[config.mk]
export PLATFORM = sky130hd
export DESIGN_NAME = tch_core
export DESIGN_NICKNAME = d
export VERILOG_FILES = /design/src/inc/tch_pkg.sv /design/src/rtl/tch_core.sv
export SDC_FILE = /design/constraint.sdc
export NUM_CORES = 1
export LEC_CHECK = 0
export BUFFER_PORTS_ARGS = -buffer_cell sky130_fd_sc_hd__buf_2
export CORE_UTILIZATION = 51
export DETAILED_ROUTE_END_ITERATION = 8
export PLACE_DENSITY_LB_ADDON = 0.2
export SLEW_MARGIN = 10
export SYNTH_ARGS = -nofsm -noshare
export SYNTH_HDL_FRONTEND = slang
export SYNTH_SLANG_ARGS = --single-unit
[constraint.sdc]
create_clock -name pclk -period 2.6 [get_ports pclk]
set_clock_uncertainty 0.1 [all_clocks]
set_input_delay 0.26 -clock pclk [delete_from_list [all_inputs] [get_ports pclk]]
set_output_delay 0.26 -clock pclk [all_outputs]
set_load 0.05 [all_outputs]
[src/inc/tch_pkg.sv]
// constants and types of the tape command and status handler
// assumes one clock, APB register access, tape interface on the same clock
// Functional notes
// - load (18h) brings tape to BOT, then medium change is watched
// - tape reset (1Ch) initializes the drive, third init step
// - retension (1Dh): forward to EOT off-line, then rewind to BOT
// - long-term: complete status and first irq at start, second at end
// - off-line end while busy: posted only after host clears flag
// - read status (1Eh) and every tape op copy drive status
// - terminate (1Fh): write ends with file mark, aborted read rewinds
// - modifier word from bytes 12-13, one bit each, active high
// - suppress bit drops short irq and first long irq only
// - inhibit-retries bit: single hard disk transfer attempt
// - linear bit: buffer pointer is 24-bit linear, byte 21 zero
// - bypass-test bit skips ram test when initializing disk 0
// - long-buffer bit sends long buffer, overwriting short buffer
// - motor bit drives motor-on for 8-inch flexible drives
// - checksum bit limits diagnostic to rom checksum
// - restore bit limits diagnostic to heads back to cylinder 0
// - short-term status at first irq, long-term at off-line end
// - op status: summary 3..0, unit 5..4, hard 6, any error 7
// - status condensed into op status byte before the interrupt
// - any set bit in detailed bytes 0..2 sets op status bit 7
package tch_pkg;
	// register byte addresses
	localparam logic [7:0] ADR_PARAM   = 8'h00;
	localparam logic [7:0] ADR_MODIFY  = 8'h04;
	localparam logic [7:0] ADR_BUFPTR  = 8'h08;
	localparam logic [7:0] ADR_CMD     = 8'h0c;
	localparam logic [7:0] ADR_OPSTAT  = 8'h10;
	localparam logic [7:0] ADR_SHORT0  = 8'h14;
	localparam logic [7:0] ADR_LONG0   = 8'h20;
	// opstat register fields, reset values and bad-function status
	localparam int         OPS_FLAG    = 8;
	localparam int         OPS_BUSY    = 9;
	localparam int         OPS_PEND    = 10;
	localparam logic [7:0] OPSTAT_RST  = 8'h00;
	localparam logic [95:0] STAT_RST   = 96'h0;
	localparam logic [95:0] STAT_BADFN = 96'h1;
	// modifier bit positions
	localparam int MOD_SUPP  = 0;
	localparam int MOD_NORTY = 1;
	localparam int MOD_DELDT = 2;
	localparam int MOD_LIN   = 3;
	localparam int MOD_BYPAS = 4;
	localparam int MOD_LONG  = 5;
	localparam int MOD_MOTOR = 6;
	localparam int MOD_CKSUM = 7;
	localparam int MOD_RESTR = 8;
	// device codes
	localparam logic [15:0] DEV_HARD = 16'h0000;
	localparam logic [15:0] DEV_FLEX = 16'h0003;
	localparam logic [15:0] DEV_TAPE = 16'h0004;
	// function codes
	localparam logic [7:0] FN_INIT    = 8'h00;
	localparam logic [7:0] FN_XSTAT   = 8'h01;
	localparam logic [7:0] FN_DIAG    = 8'h03;
	localparam logic [7:0] FN_RDDATA  = 8'h04;
	localparam logic [7:0] FN_WRDATA  = 8'h06;
	localparam logic [7:0] FN_REWIND  = 8'h11;
	localparam logic [7:0] FN_SPACEFM = 8'h12;
	localparam logic [7:0] FN_ERASE   = 8'h17;
	localparam logic [7:0] FN_LOAD    = 8'h18;
	localparam logic [7:0] FN_TRESET  = 8'h1c;
	localparam logic [7:0] FN_RETEN   = 8'h1d;
	localparam logic [7:0] FN_RDSTAT  = 8'h1e;
	localparam logic [7:0] FN_TERM    = 8'h1f;
	// request to the tape interface
	typedef struct packed {
		logic [7:0] code;
		logic [1:0] unit;
		logic       offline;
		logic       fm_write;
		logic       rewind;
	} tch_tif_req_t;
	typedef enum {ST_IDLE, ST_ISSUE, ST_WAIT, ST_POST} tch_state_t;
endpackage

[src/rtl/tch_core.sv]
// tape command interpreter with short and long term status posting
// assumes an APB master on pclk and a tape interface on the same clock
`timescale 1ns/1ps
`default_nettype none
module tch_core
	import tch_pkg::*;
(
	// clock and reset
	input  wire logic         pclk,
	input  wire logic         presetn,
	// apb slave
	input  wire logic         psel,
	input  wire logic         penable,
	input  wire logic         pwrite,
	input  wire logic [7:0]   paddr,
	input  wire logic [31:0]  pwdata,
	output logic [31:0]       prdata,
	output logic              pready,
	output logic              pslverr,
	// host interrupt
	output logic              host_irq,
	// tape interface
	output tch_tif_req_t      tif_req,
	output logic              tif_req_valid,
	input  wire logic         tif_req_ack,
	input  wire logic         tif_done,
	input  wire logic [95:0]  tif_stat,
	input  wire logic         tif_off_done,
	input  wire logic [1:0]   tif_off_unit,
	input  wire logic [95:0]  tif_off_stat,
	output logic              tif_media_watch,
	// disk and flexible controls
	output logic              dsk_retry_inhibit,
	output logic              dsk_skip_ram_test,
	output logic              flx_deleted_data,
	output logic              flx_motor_on,
	output logic              diag_cksum_only,
	output logic              diag_restore_only,
	output logic [23:0]       buf_addr
);
	// op status summary of a 12-byte status buffer
	function automatic logic [7:0] opsum(input logic [95:0] b,
		input logic [1:0] u);
		logic       hard;
		logic       any;
		logic [3:0] code;
		hard = |b[15:0];
		any  = |b[23:0];
		code = {|b[71:64], |b[55:48], |b[47:40], |b[31:24]};
		opsum = {any, hard, u, code};
	endfunction

	// software visible registers and internal command state
	logic [31:0]  param_ff;
	logic [15:0]  mod_ff;
	logic [31:0]  bufptr_ff;
	logic [7:0]   opstat_ff;
	logic         flag_ff;
	logic         host_irq_ff;
	logic [95:0]  short_ff;
	logic [95:0]  long_ff;
	logic         off_pend_ff;
	logic [1:0]   off_unit_ff;
	logic         media_ff;
	logic         wr_dir_ff;
	logic [31:0]  prdata_ff;
	logic [23:0]  buf_addr_ff;
	tch_state_t   st_ff;
	tch_state_t   nxt_st;
	tch_tif_req_t req_ff;
	logic [7:0]   cur_fn_ff;
	logic [1:0]   cur_unit_ff;

	// apb decode
	wire        wr_acc   = psel & penable & pwrite;
	wire        rd_setup = psel & ~penable & ~pwrite;
	wire        adr_ok   = (paddr[1:0] == 2'b00) && (paddr <= 8'h28);
	wire        wr_param = wr_acc & (paddr == ADR_PARAM);
	wire        wr_mod   = wr_acc & (paddr == ADR_MODIFY);
	wire        wr_ptr   = wr_acc & (paddr == ADR_BUFPTR);
	wire        start_w  = wr_acc & (paddr == ADR_CMD) & pwdata[0]
	                       & (st_ff == ST_IDLE);
	wire        flag_clr = wr_acc & (paddr == ADR_OPSTAT)
	                       & pwdata[OPS_FLAG];
	wire        busy     = (st_ff != ST_IDLE);

	// parameter fields of the current command
	wire [15:0] dev_code = param_ff[15:0];
	wire [1:0]  unit_w   = param_ff[17:16];
	wire [7:0]  fn_w     = param_ff[31:24];
	wire        is_tape  = (dev_code == DEV_TAPE);
	wire        is_xstat = (fn_w == FN_XSTAT);
	wire        is_long  = (fn_w == FN_RETEN) | (fn_w == FN_REWIND)
	                       | (fn_w == FN_SPACEFM) | (fn_w == FN_ERASE);
	wire        supp     = mod_ff[MOD_SUPP];
	wire        xlong    = mod_ff[MOD_LONG];

	// off-line completion posts only in idle with host flag clear
	wire off_go = (st_ff == ST_IDLE) & off_pend_ff & ~flag_ff
	              & ~start_w;

	// read data selection
	logic [31:0] rd_mux;
	always_comb begin
		rd_mux = 32'h0;
		case (paddr)
			ADR_PARAM:  rd_mux = param_ff;
			ADR_MODIFY: rd_mux = {16'h0, mod_ff};
			ADR_BUFPTR: rd_mux = bufptr_ff;
			ADR_OPSTAT: rd_mux = {21'h0, off_pend_ff, busy, flag_ff,
			                      opstat_ff};
			8'h14:      rd_mux = short_ff[31:0];
			8'h18:      rd_mux = short_ff[63:32];
			8'h1c:      rd_mux = short_ff[95:64];
			8'h20:      rd_mux = long_ff[31:0];
			8'h24:      rd_mux = long_ff[63:32];
			8'h28:      rd_mux = long_ff[95:64];
			default:    rd_mux = 32'h0;
		endcase
	end

	// state sequencing
	always_comb begin
		nxt_st = st_ff;
		case (st_ff)
			ST_IDLE: begin
				if (start_w) begin
					nxt_st = (is_tape && !is_xstat) ? ST_ISSUE : ST_POST;
				end
			end
			ST_ISSUE: begin
				if (tif_req_ack) begin
					nxt_st = ST_WAIT;
				end
			end
			ST_WAIT: begin
				if (tif_done) begin
					nxt_st = ST_POST;
				end
			end
			ST_POST: nxt_st = ST_IDLE;
			default: nxt_st = ST_IDLE;
		endcase
	end

	// request fields to the tape interface
	tch_tif_req_t nxt_req;
	always_comb begin
		nxt_req          = '0;
		nxt_req.code     = fn_w;
		nxt_req.unit     = unit_w;
		nxt_req.offline  = is_long;
		nxt_req.fm_write = (fn_w == FN_TERM) & wr_dir_ff;
		nxt_req.rewind   = (fn_w == FN_TERM) & ~wr_dir_ff;
	end

	// pointer: linear or segment*16 plus offset
	wire [23:0] seg_addr = {4'h0, bufptr_ff[31:16], 4'h0}
	                       + {8'h0, bufptr_ff[15:0]};
	wire [23:0] nxt_buf_addr = mod_ff[MOD_LIN] ? bufptr_ff[23:0]
	                           : seg_addr;

	// apb registers
	always_ff @(posedge pclk or negedge presetn) begin
		if (!presetn) begin
			param_ff  <= 32'h0;
			mod_ff    <= 16'h0;
			bufptr_ff <= 32'h0;
			prdata_ff <= 32'h0;
		end else begin
			if (wr_param) param_ff <= pwdata;
			if (wr_mod) mod_ff <= pwdata[15:0];
			if (wr_ptr) bufptr_ff <= pwdata;
			if (rd_setup) prdata_ff <= rd_mux;
		end
	end

	// command state and request
	always_ff @(posedge pclk or negedge presetn) begin
		if (!presetn) begin
			st_ff       <= ST_IDLE;
			req_ff      <= '0;
			cur_fn_ff   <= 8'h0;
			cur_unit_ff <= 2'b00;
			wr_dir_ff   <= 1'b0;
			buf_addr_ff <= 24'h0;
		end else begin
			st_ff       <= nxt_st;
			buf_addr_ff <= nxt_buf_addr;
			if (start_w) begin
				req_ff      <= nxt_req;
				cur_fn_ff   <= fn_w;
				cur_unit_ff <= unit_w;
				if (is_tape && fn_w == FN_WRDATA) wr_dir_ff <= 1'b1;
				if (is_tape && fn_w == FN_RDDATA) wr_dir_ff <= 1'b0;
			end
		end
	end

	// short-term buffer source at start of a status transfer or non-tape command
	wire [95:0] start_stat = !is_xstat ? STAT_BADFN
	                         : xlong ? long_ff : short_ff;

	// status buffers, op status, flag and interrupt
	always_ff @(posedge pclk or negedge presetn) begin
		if (!presetn) begin
			short_ff    <= STAT_RST;
			long_ff     <= STAT_RST;
			opstat_ff   <= OPSTAT_RST;
			flag_ff     <= 1'b0;
			host_irq_ff <= 1'b0;
			off_pend_ff <= 1'b0;
			off_unit_ff <= 2'b00;
			media_ff    <= 1'b0;
		end else begin
			if (start_w && !(is_tape && !is_xstat)) begin
				short_ff <= start_stat;
			end
			if (st_ff == ST_WAIT && tif_done) begin
				short_ff <= tif_stat;
			end
			// host clear first, any post in this cycle overrides it
			if (flag_clr) begin
				flag_ff     <= 1'b0;
				host_irq_ff <= 1'b0;
			end
			if (st_ff == ST_POST) begin
				opstat_ff <= opsum(short_ff, cur_unit_ff);
				flag_ff   <= 1'b1;
				if (!supp) host_irq_ff <= 1'b1;
				if (cur_fn_ff == FN_LOAD) media_ff <= 1'b1;
				if (cur_fn_ff == FN_TRESET) media_ff <= 1'b0;
			end
			if (off_go) begin
				opstat_ff   <= opsum(long_ff, off_unit_ff);
				flag_ff     <= 1'b1;
				host_irq_ff <= 1'b1;
				off_pend_ff <= 1'b0;
			end
			// a new off-line end wins over the clear of the old one
			if (tif_off_done) begin
				long_ff     <= tif_off_stat;
				off_unit_ff <= tif_off_unit;
				off_pend_ff <= 1'b1;
			end
		end
	end

	// outputs
	assign prdata            = prdata_ff;
	assign pready            = 1'b1;
	assign pslverr           = psel & penable & ~adr_ok;
	assign host_irq          = host_irq_ff;
	assign tif_req           = req_ff;
	assign tif_req_valid     = (st_ff == ST_ISSUE);
	assign tif_media_watch   = media_ff;
	assign buf_addr          = buf_addr_ff;

	// modifier driven controls
	assign dsk_retry_inhibit = mod_ff[MOD_NORTY];
	assign dsk_skip_ram_test = mod_ff[MOD_BYPAS]
	                           & (dev_code == DEV_HARD)
	                           & (fn_w == FN_INIT)
	                           & (unit_w == 2'b00);
	assign flx_deleted_data  = mod_ff[MOD_DELDT];
	assign flx_motor_on      = mod_ff[MOD_MOTOR]
	                           & (dev_code == DEV_FLEX);
	assign diag_cksum_only   = mod_ff[MOD_CKSUM]
	                           & (fn_w == FN_DIAG);
	assign diag_restore_only = mod_ff[MOD_RESTR]
	                           & (fn_w == FN_DIAG);

	// checks
	a_opstat_post: assert property (@(posedge pclk) disable iff (!presetn)
		(st_ff == ST_POST) |=> (opstat_ff == opsum($past(short_ff),
		$past(cur_unit_ff))))
		else $error("op status not condensed at post");
	a_opstat_any_bit: assert property (@(posedge pclk)
		disable iff (!presetn)
		(st_ff == ST_POST) |=>
		opstat_ff[7] == (($past(short_ff) & 96'hff_ffff) != 96'h0))
		else $error("any-error bit disagrees with status bytes");
	a_hard_any: assert property (@(posedge pclk) disable iff (!presetn)
		opstat_ff[6] |-> opstat_ff[7])
		else $error("hard error without any-error bit");
	a_supp_short: assert property (@(posedge pclk)
		disable iff (!presetn)
		(st_ff == ST_POST) && supp && !host_irq_ff |=> !host_irq_ff)
		else $error("suppressed interrupt raised");
	a_offline_irq: assert property (@(posedge pclk)
		disable iff (!presetn)
		off_go |=> host_irq_ff && flag_ff && (opstat_ff ==
		opsum($past(long_ff), $past(off_unit_ff))))
		else $error("off-line completion not posted");
	a_offline_wait: assert property (@(posedge pclk)
		disable iff (!presetn)
		off_pend_ff && flag_ff && !flag_clr && (st_ff == ST_IDLE)
		|=> $stable(opstat_ff))
		else $error("off-line status posted over a set flag");
	a_long_xfer: assert property (@(posedge pclk)
		disable iff (!presetn)
		start_w && is_xstat && xlong && !tif_off_done
		|=> short_ff == long_ff ##1 flag_ff)
		else $error("long buffer not moved to short buffer");
	a_term_mode: assert property (@(posedge pclk)
		disable iff (!presetn)
		tif_req_valid && (tif_req.code == FN_TERM) |->
		(tif_req.fm_write != tif_req.rewind))
		else $error("terminate mode not exactly one action");
	a_req_hold: assert property (@(posedge pclk)
		disable iff (!presetn)
		tif_req_valid && !tif_req_ack |=> tif_req_valid && $stable(tif_req))
		else $error("tape request dropped before ack");
	a_irq_flag: assert property (@(posedge pclk)
		disable iff (!presetn)
		host_irq_ff |-> flag_ff)
		else $error("interrupt without status flag");

	// status posting checks
	a_post_flag: assert property (@(posedge pclk)
		disable iff (!presetn)
		(st_ff == ST_POST) |=> flag_ff)
		else $error("post did not raise the status flag");
	a_post_irq: assert property (@(posedge pclk)
		disable iff (!presetn)
		(st_ff == ST_POST) && !supp |=> host_irq_ff)
		else $error("unsuppressed completion without interrupt");
	a_done_capture: assert property (@(posedge pclk)
		disable iff (!presetn)
		(st_ff == ST_WAIT) && tif_done |=> (short_ff == $past(tif_stat)))
		else $error("drive status not copied at tape end");
	a_load_watch: assert property (@(posedge pclk)
		disable iff (!presetn)
		(st_ff == ST_POST) && (cur_fn_ff == FN_LOAD) |=> media_ff)
		else $error("medium watch not started by load");
	a_treset_watch: assert property (@(posedge pclk)
		disable iff (!presetn)
		(st_ff == ST_POST) && (cur_fn_ff == FN_TRESET) |=> !media_ff)
		else $error("medium watch kept after tape reset");

	// tape request checks
	a_issue_tape: assert property (@(posedge pclk)
		disable iff (!presetn)
		start_w && is_tape && !is_xstat |=> tif_req_valid)
		else $error("tape function not sent to the interface");
	a_xstat_post: assert property (@(posedge pclk)
		disable iff (!presetn)
		start_w && is_xstat |=> (st_ff == ST_POST))
		else $error("status transfer did not post at once");
	a_reten_offline: assert property (@(posedge pclk)
		disable iff (!presetn)
		tif_req_valid && (tif_req.code == FN_RETEN) |-> tif_req.offline)
		else $error("retension not sent as off-line");
	a_term_short: assert property (@(posedge pclk)
		disable iff (!presetn)
		tif_req_valid && (tif_req.code == FN_TERM) |-> !tif_req.offline)
		else $error("terminate sent as off-line");

	// off-line completion and flag checks
	a_offline_pend: assert property (@(posedge pclk)
		disable iff (!presetn)
		tif_off_done |=> off_pend_ff)
		else $error("off-line end not held pending");
	a_long_keep: assert property (@(posedge pclk)
		disable iff (!presetn)
		!tif_off_done |=> $stable(long_ff))
		else $error("long buffer changed without off-line end");
	a_flag_clear: assert property (@(posedge pclk)
		disable iff (!presetn)
		flag_clr && (st_ff != ST_POST) && !off_go |=>
		!flag_ff && !host_irq_ff)
		else $error("host clear did not drop flag and interrupt");
endmodule
`default_nettype wire

# == Yosys cells after proc, flatten, opt, wreduce, memory -nomap -nowiden ==
# Index checks and enable logic that the tools add are counted.
# Widths: inputs -> output; s select.
# word_totals
out_inout_bits,80
ff_bits,388
wordCells,151
# classes
muxes,26
n_reduce_logical,38
add_sub_neg,1
eq_ne,32
n_bitwise,33
magnitude_cmp,1
# ops
operator,count
$mux 96,4
$pmux 32 s10,1
$mux 32,3
$pmux 32 s3,1
$eq 8x5->1 const B,11
$eq 32x2->1 const B,2
$eq 32x3->1 const B,2
$logic_not 32->1,2
$reduce_or 8->1,8
$reduce_or 24->1,2
$eq 32x1->1 const B,1
$reduce_bool 32->1,1
$reduce_or 16->1,2
$and 1x1->1,24
$eq 8x3->1 const B,3
$eq 8x6->1 const B,3
$mux 24,1
$add 20x16->21,1
$eq 16x2->1 const B,1
$eq 16x3->1 const B,1
$eq 8x4->1 const B,2
$logic_not 16->1,1
$logic_not 8->1,2
$mux 8,2
16 further kinds,50

# == Logic depth before layout (Yosys ltp) ==
# Gate-level depths: netlist of the first run.
# logic_depth
ltp_word,9
ltp_mapped,9
depth_no_buf,7

# == Worst setup path before layout of the first run ==
# OpenSTA, ideal clock, no wires.
# synth_path
path_kind,input -> output
startpoint,in paddr[3]
endpoint,out pslverr
n_path_buf,2
path_slack_ps,-79
t_arrival_ps,2319
cell_stages,4
cell_sequence,buf_2 > buf_1 > o21ai_0 > a221oi_1
# synth_via
elab_chain_cells,4
# synth_lines
element,line,source
start: declaration,tch_core.sv:15,"input wire logic [7:0] paddr,"
$le 8x6->1,tch_core.sv:77,wire adr_ok = (paddr[1:0] == 2'b00) && (paddr <= 8'h28);
$logic_and 1x1->1,tch_core.sv:77,
$not 1->1,tch_core.sv:252,assign pslverr = psel & penable & ~adr_ok;
$and 1x1->1,tch_core.sv:252,
end: declaration,tch_core.sv:19,"output logic pslverr,"
# Every way passes these cells.

# == Worst setup path after layout of the first run ==
# layout_path
startpoint,reg param_ff[15]
endpoint,reg short_ff[42]
# layout_via
elab_chain_cells,6
# layout_lines
element,line,source
start: declaration,tch_core.sv:54,logic [31:0] param_ff;
start signal: assignment,tch_core.sv:171,if (wr_param) param_ff <= pwdata;
$eq 16x3->1,tch_core.sv:91,wire is_tape = (dev_code == DEV_TAPE);
$logic_and 1x1->1,tch_core.sv:216,if (start_w && !(is_tape && !is_xstat)) begin
$logic_not 1->1,tch_core.sv:216,
$logic_and 1x1->1,tch_core.sv:216,
$reduce_bool 2->1 (no source line),n/a,
$reduce_and 2->1 (no source line),n/a,
end signal: assignment,tch_core.sv:217,short_ff <= start_stat;
end signal: assignment,tch_core.sv:220,short_ff <= tif_stat;
end: declaration,tch_core.sv:60,logic [95:0] short_ff;
# Every way passes these cells.
# A chain may end at the register's enable or synchronous reset.

==> results by stage, run 1 <==
Final layout:
- Across the whole layout, storage elements account for 8960 sq um.
- Of the cells placed in the final design, the portion with a size suffix greater than 1 is 35.9%.
- After routing the design area is 24600 sq um.
- In the final layout, the multi-input gates occupy 8660 sq um.
- After the last flow step, the layout net total stands at 2475.
- Fill cells in the final layout number 2431.
- The area growth from synthesis to final layout is 37.1%.

Clocking:
- The clock latency at the later pin of the worst-skew pair is 0.57 ns.
- The H-tree depth is 2.
- The clock net in this run drives a total of 358 sinks.
- After clock tree synthesis, the clock-pin slew on the worst setup and hold paths is 0.06 ns.
- The root buffer cell chosen for the clock tree is clkbuf_16.
- The worst-case clock buffer depth is 3.
- The total CTS buffers is 40.
- The TritonCTS clock tree is yes.

Yosys:
- Sorting the synthesized cells by area gives the leading types as dfrtp_1 (50%), mux2_2 (15%), nand2_1 (6.1%).
- The share of the synthesized area in the top cell type is 49.8%.
- The biggest area contributor in the post-synthesis netlist is dfrtp_1.
- After synthesis, flip-flops and latches occupy 49.8% of the total area.
- The total nets after synthesis is 1907.
- The portion of netlist area occupied by mux cells is 19.0%.
- Of the total synthesized cell area, the portion taken by AND, OR, NAND and NOR gates is 14.4%.
- The main combinational cell family by area after synthesis is multiplexers.
- In the synthesized netlist, the cells that appear most often are dfrtp_1 (358), nand2_1 (293), mux2_2 (238).
- The cell count after synthesis is 1648.
- The count of flip-flops with a built-in enable after synthesis is 0.
- The post-synthesis instance area is 18000 sq um.
- After synthesis the netlist holds a flip-flop and latch count of 358.
- The most common cell in the synthesized netlist is dfrtp_1.
- The total number of yosys warnings is 0.
- The share of synthesized registers carrying an async set or reset is 100%.
- The most common flop cell mapped by yosys is dfrtp_1.
- The share of the synthesized area in compound gates (AO/OA/AOI/OAI) is 11.7%.
- Each instance of the synthesized netlist takes up on average 10.9 sq um.
- After Yosys synthesis, full adders, half adders and majority gates account for 1.23% of the synthesized area.
- The number of different library cells used by synthesis comes to 73.
- The post-synthesis share of cell area spent on xor and xnor gates is 0.390%.

STA:
- The count of final setup violators is 97.
- The final-report hold violation count was 0.
- For the pin with the worst max-slew slack, the measured transition is 0.749 ns.
- The setup slack of the critical path after layout is -0.193 ns.
- Headroom to the max-slew limit came out at 50.0%.
- The number of max-slew violations in the final report is 0.
- Hold is met by 0.0109 ns.
- Setup repair after global routing could not meet its margin everywhere.
- Timing would allow up to 358 MHz.
- The final clock period utilization by the worst path is 107%.
- The minimum period implied by the final worst setup slack is 2.79 ns.

Global routing:
- Global routing used 38.0% of the available tracks.
- Entering global routing, the biggest net connects 97 pins.
- The number of antenna violations at the first check in global routing was 4.
- The number of global-route vias before repair came to 17.2k.
- The global route total overflow is 0.
- The first global-routing pass estimated 103 mm of wire.

Die:
- In this run the core area contains 68 standard-cell rows.
- The die boundary width is 190 um.
- In this run the standard cell core region covers 34600 sq um.
- The full die area is 36000 sq um.
- The initial utilization of the core area, before any placement, comes to 51.9%.
- In this run the vertical extent of the chip is 190 um.
- The I/O pin total is 322.

Setup path:
- The most common cell type on the critical path is buf_12.
- The worst reg2reg path depth is 8.
- The category of the most critical setup path is reg2reg.
- The source of the worst register-to-register timing path is param_ff[15].
- The slowest stage of the critical path belongs to the cell or4b_4.
- The register-to-register setup slack is -0.19 ns.
- Walking the worst path, the cells encountered are nor4_2, nand4_1, buf_4, or4b_4, a31oi_4, buf_12, buf_12, mux2_2.
- STA classifies the critical path endpoint as a flop.
- The element type at the critical path start is a flop.
- The biggest cell delay along the critical path is 0.57 ns.
- Of all nets on the critical path, the largest fanout is 17.
- The worst endpoint required time is 2.95 ns.
- The critical register-to-register path endpoint is short_ff[42].
- Data arrives at the worst endpoint at 3.15 ns.

Drt:
- The mean routed wirelength per cell is 25.0 um.
- In the routed layout, each cell is associated on average with a via count of 6.21.
- In the routed design, unresolved DRC markers number 0.
- The final layout contains routed wiring with a total length of 67.6 mm.
- The first TritonRoute pass finished after 7 iterations.
- The detail route stage leaves a number of antenna-violating nets equal to 0.
- The initial detailed-routing violation count is 1958.
- The overall via count from detail_route is 16.8k.

Pwr:
- Net switching is 29.5% of the power.
- The internal power of the cells totals 12.2 mW.
- Combinational logic is responsible for 22.4% of the overall power.
- In this run, flip-flops and latches consume 41.4% of the power.
- The leakage power summed over all cells is 12.0 nW.
- The power per cell area is 704 nW/um^2.
- Of the total power, the clock network draws 36.2%.
- Across the VDD grid, the largest voltage drop is 523 uV.
- The power dissipated by switching net loads is 5.12 mW.

Hold path:
- The destination of the worst hold path is short_ff[65].
- Counting instances, the worst hold path has a depth of 4.
- The startpoint of the most critical hold path is tif_stat[65].
- The worst hold path belongs to the class in2reg.

Run status:
- The flow ran to the end, but the final reports show violations.
- The checks that failed: negative setup slack.

Placement:
- In this run the cell area measured after placement is 20700 sq um.
- The total half-perimeter wirelength after legalization and detailed placement is 45.2 mm.
- The number of port buffers is 320.
- The minimum setup slack after placement is -0.191 ns.
- The routability-driven placement congestion ratio is 0.966.

Job:
- The max-capacitance violation count is 0.
-- through the flow --
step                std cells  utilization [%]  total power [mW]  setup TNS (ns)
finish                   2705             71.1              17.3          -13.87
global route             2704             71.1              17.9          -21.09
CTS                      2698             70.8              17.1          -13.36
detailed placement       2398             59.7              10.5          -13.13
global placement         2398             59.7              10.3           -4.60
floorplan                1648                -              9.13               0
-- placed cells by master, fill, tap and decap left out, drive strengths merged, types with 10 or more instances in the layout --
master / instances
a21oi: 18
a211oi: 10
a22oi: 59
clkbuf: 51
o22ai: 26
a22o: 27
dfrtp: 358
o21ai: 63
a222oi: 20
mux2: 278
nor3: 13
inv: 12
dlygate4sd3: 221
nand3: 106
nand4: 11
nor4: 35
buf: 423
nand2: 293
ha: 16
nor2: 38
mux2i: 14
-- worst max-delay path: cells and delay by family (launching register included) --
kind | cells | cell delay (ns)
DFF | 1 | 0.39
muxes | 1 | 0.35
buffers and inverters | 3 | 0.56
and+or+nand+nor | 3 | 1.06
AOI/OAI and AO/OA | 1 | 0.23
-- kinds of logic (layout without fill, tap and decap cells) --
family / Yosys count / count (layout)
simple gates: 551 / 551
fa+ha+maj: 17 / 17
other cells: 1 / 5
compound gates: 291 / 291
buf+inv: 130 / 728
mux: 292 / 292
xor+xnor: 8 / 8
flops: 358 / 358
-- repair_timing --
action / 4_1_cts / 5_1_grt
endpoints found under the hold margin: 372 / 0
setup endpoints to repair: 92 / 101
setup buffers: 6 / 2
pin swaps: 4 / 1
cloned: 1 / 1
resized for setup: 33 / 15
hold buffers: 221 / 0
-- flip-flops by register name (all words and copies together) (netlist names), 3 cells and up --
| name | cells |
|---|---|
| long_ff | 96 |
| short_ff | 96 |
| bufptr_ff | 32 |
| param_ff | 32 |
| prdata | 32 |
| buf_addr | 24 |
| mod_ff | 16 |
| cur_fn_ff | 8 |
| opstat_ff | 8 |
| tif_req | 3 |
-- how the worst max path moves through the flow --
stage	endpoint	slack, ns	from
final	short_ff[42]	-0.19	param_ff[15]
after global routing	dsk_skip_ram_test	-0.27	param_ff[15]
after CTS	short_ff[49]	-0.18	param_ff[15]
after detailed placement	short_ff[14]	-0.19	param_ff[13]
after global placement	short_ff[41]	-0.08	param_ff[13]
after floorplan	short_ff[55]	0.04	param_ff[24]
-- power groups by stage --
stage                     Combinational, mW  Sequential [mW]  Clock (mW)
final                                  3.89             7.18        6.27
after global placement                 3.18             7.17           0
after global routing                   4.13             7.24        6.55
after CTS                              3.71             7.11        6.29
after floorplan                        2.21             6.92           0
after detailed placement               3.26             7.20           0
-- layout make-up --
| cell class | instances | share of cell area [%] |
|---|---|---|
| clock inverter | 24 | 1.48 |
| tap | 455 | 2.31 |
| antenna | 4 | 0.0406 |
| inverter | 9 | 0.137 |
| sequential | 358 | 36.4 |
| multi-input combinational | 1160 | 35.2 |
| clock buffer | 48 | 4.43 |
| timing repair buffer | 647 | 20.1 |
-- layer usage --
layer	track usage [%]	wire (um)	up-vias
li1	-	-	7206
met1	51.5	27100	8213
met2	57.5	29900	1129
met3	8.84	6810	262
met4	18.3	3790	0
met5	0	0	-
Note: power is estimated with default switching activity, not from simulation.
==> inputs of run 2 (changes only) <==
--- a/config.mk
+++ b/config.mk
@@ -5,7 +5,9 @@
 export SDC_FILE = /design/constraint.sdc
 export NUM_CORES = 1
 export LEC_CHECK = 0
+export ABC_CLOCK_PERIOD_IN_PS = 2600
 export BUFFER_PORTS_ARGS = -buffer_cell sky130_fd_sc_hd__buf_2
+export CORE_ASPECT_RATIO = 1.4
 export CORE_UTILIZATION = 51
 export DETAILED_ROUTE_END_ITERATION = 8
 export PLACE_DENSITY_LB_ADDON = 0.2
==> results by stage, run 2 (synthesis results as in run 1) <==
Run status:
- The run finished, with violations left.
- The checks that failed: negative hold slack, negative setup slack.

STA:
- The number of max-slew violations in the final report was 0.
- The slew of the pin with the lowest slew margin is 0.854 ns.
- The sum of negative setup slack is -13.06 ns.
- The fmax is 359 MHz.
- After layout, the minimum clock period comes to 2.79 ns.
- Setup repair after global routing could not meet its margin everywhere.
- The final-report hold violation count is 2.
- In the finished design, the share of the clock period the worst path needs comes to 107%.
- The setup slack of the critical path after layout is -0.186 ns.
- The final hold slack is -0.00640 ns.
- Setup violations remaining at the end of the flow were counted as 95.
- The worst slew margin relative to its limit is 43.0%.

Final layout:
- The commonest non-fill, non-tap cell in the layout is dfrtp_1.
- Of the cells placed in the final design, the portion with a size suffix greater than 1 is 36.4%.
- The number of nets in the finished design is 2467.
- The number of fill cells in the layout is 2507.
- The utilization of the core after routing is 70.0%.
- In the layout the commonest cells are dfrtp_1 (358), buf_2 (315), nand2_1 (291).
- The count of non-filler cells in the finished layout is 2690.
- From synthesis to final layout, the design area changed by 35.8%.
- The largest registers in the layout are long_ff (96), short_ff (96).

Clocking:
- The clock transition at the registers of the reported paths is 0.07 ns.
- TritonCTS built the clock tree.
- The clock sink total is 358.
- The total CTS buffers is 36.
- CTS placed an instance of clkbuf_16 at the clock tree root.
- The H-tree generated during clock tree synthesis spans 2 levels.
- The clock latency at the later pin of the worst-skew pair is 0.55 ns.
- The worst-case clock buffer depth is 3.

Placement:
- Prior to clock tree synthesis, the placed netlist has a worst setup slack of -0.217 ns.
- The routability-driven placement congestion ratio is 0.970.
- The total half-perimeter wirelength after legalization and detailed placement is 45.8 mm.
- The number of port buffers is 320.
- The number of instances in the placed design is 2412.

Setup path:
- The most common cell type on the critical path is buf_12.
- The type of destination of the critical path is a flop.
- The data arrival time at the worst-slack endpoint is 3.10 ns.
- The register-to-register setup slack is -0.19 ns.
- The maximum fanout count along the critical path is 6.
- The element type at the critical path start is a flop.
- The category of the most critical setup path is reg2reg.
- Measured in cells, the most critical reg-to-reg path has a length of 9.
- Walking the worst path, the cells encountered are nor4_2, buf_4, nand4_1, or4b_4, a31oi_4, buf_12, buf_12, clkbuf_16, mux2_4.
- The critical path's slowest cell is or4b_4.
- The biggest cell delay along the critical path is 0.53 ns.
- The worst endpoint required time is 2.92 ns.

Drt:
- After the first detailed-routing iteration, the DRC count stood at 1954.
- Detailed routing inserted a total of 16.6k vias.
- The via density per instance is 6.17.
- The mean routed wirelength per cell is 24.9 um.
- The count of nets left with antenna violations after detail routing is 0.
- In the routed design, unresolved DRC markers number 0.
- The wire length reported by the detailed router is 67.1 mm.
- The pre-antenna-repair detailed-routing pass consisted of 9 iterations.

Job:
- Across the run, the number of max-cap violations was 0.

Pwr:
- The analysis attributes to cell leakage a power of 11.9 nW.
- The worst vdd rail ir drop is 568 uV.
- The internal power component is 11.7 mW.
- The part of the power in the clock network is 33.0%.
- The part of the power in registers is 43.3%.
- Net switching is 29.9% of the power.
- Summed over all nets, the switching power comes to 4.97 mW.
- The relative contribution of combinational cells to total power is 23.7%.
- Dividing total power by cell area gives a power density of 682 nW/um^2.

Die:
- The height of the die is 224 um.
- The starting utilization of the core area is 51.6%.
- The floorplan step defined a die boundary enclosing 36000 sq um.
- In this run the standard cell core region covers 34900 sq um.
- The die boundary width is 161 um.
- The I/O pin total is 322.
- The floorplan has 81 rows.

Global routing:
- The first global-routing pass estimated 100 mm of wire.
- The global route total overflow is 0.
- In the global route stage, overall resource usage came out at 37.2%.
- The pin count of the biggest net entering global routing is 98.
- The number of antenna violations at the first check in global routing came to 3.
- The number of global-route vias before repair came to 16.9k.

Hold path:
- The kind of path behind the tightest hold check is in2reg.
- The number of stages on the worst hold path is 4.
-- run 2: final timing paths --
kind / from / endpoint
min in group asynchronous: presetn / mod_ff[7]
max: param_ff[13] / short_ff[17]
max reg2reg: param_ff[13] / short_ff[17]
min reg2reg: bufptr_ff[2] / buf_addr[2]
max in group asynchronous: presetn / bufptr_ff[28]
min: tif_stat[59] / short_ff[59]
-- run 2: stage by stage --
| stage | cell area, sq um | total power, mW |
|---|---|---|
| after global placement | 20800 | 10.3 |
| after floorplan | 18000 | 9.13 |
| after global routing | 24400 | 17.2 |
| final | 24400 | 16.7 |
| after CTS | 24300 | 16.5 |
| after detailed placement | 20800 | 10.4 |
-- run 2: timing repair --
| item | CTS | global route |
|---|---|---|
| pin swaps | 3 | 5 |
| gates resized for setup | 40 | 17 |
| endpoints found under the hold margin | 313 | 0 |
| gates cloned | 5 | 3 |
| hold buffers | 198 | 0 |
| setup endpoints to repair | 99 | 101 |
| buffers inserted | 6 | 7 |
-- run 2: area by class of cell --
| cell class | count | area (sq um) | share of cell area [%] |
|---|---|---|---|
| multi-input cells | 1160 | 8650 | 35.5 |
| flip-flops and latches | 358 | 8960 | 36.7 |
| diodes | 1 | 2.50 | 0.0103 |
| well taps | 456 | 571 | 2.34 |
| clock buffers | 50 | 1040 | 4.28 |
| repair buffers | 643 | 4970 | 20.4 |
| clock inverters | 13 | 178 | 0.728 |
| inverters | 9 | 33.8 | 0.138 |
-- run 2: worst max-delay path, delay by kind of cell, from the launching register on --
family                 cells  cell delay (ns)
AND/OR/NAND/NOR            3             0.95
flip-flops                 1             0.41
AO/OA/AOI/OAI              1             0.26
buffers and inverters      4             0.64
multiplexers               1             0.30
-- run 2: power by group through the flow --
stage / logic, mW / clock network [mW] / registers, mW
after floorplan: 2.21 / 0 / 6.92
after CTS: 3.84 / 5.52 / 7.13
final: 3.95 / 5.49 / 7.21
after global placement: 3.15 / 0 / 7.19
after global routing: 4.20 / 5.74 / 7.25
after detailed placement: 3.23 / 0 / 7.22
-- run 2: metal layers --
layer / vias to the layer above / share of wire (%) / global-route usage (%)
met4: 4 / 5.8 / 20.4
met1: 8183 / 38 / 46.2
met2: 1009 / 48 / 61.6
li1: 7180 / - / -
met3: 231 / 8.0 / 6.18
met5: - / 0.036 / 0
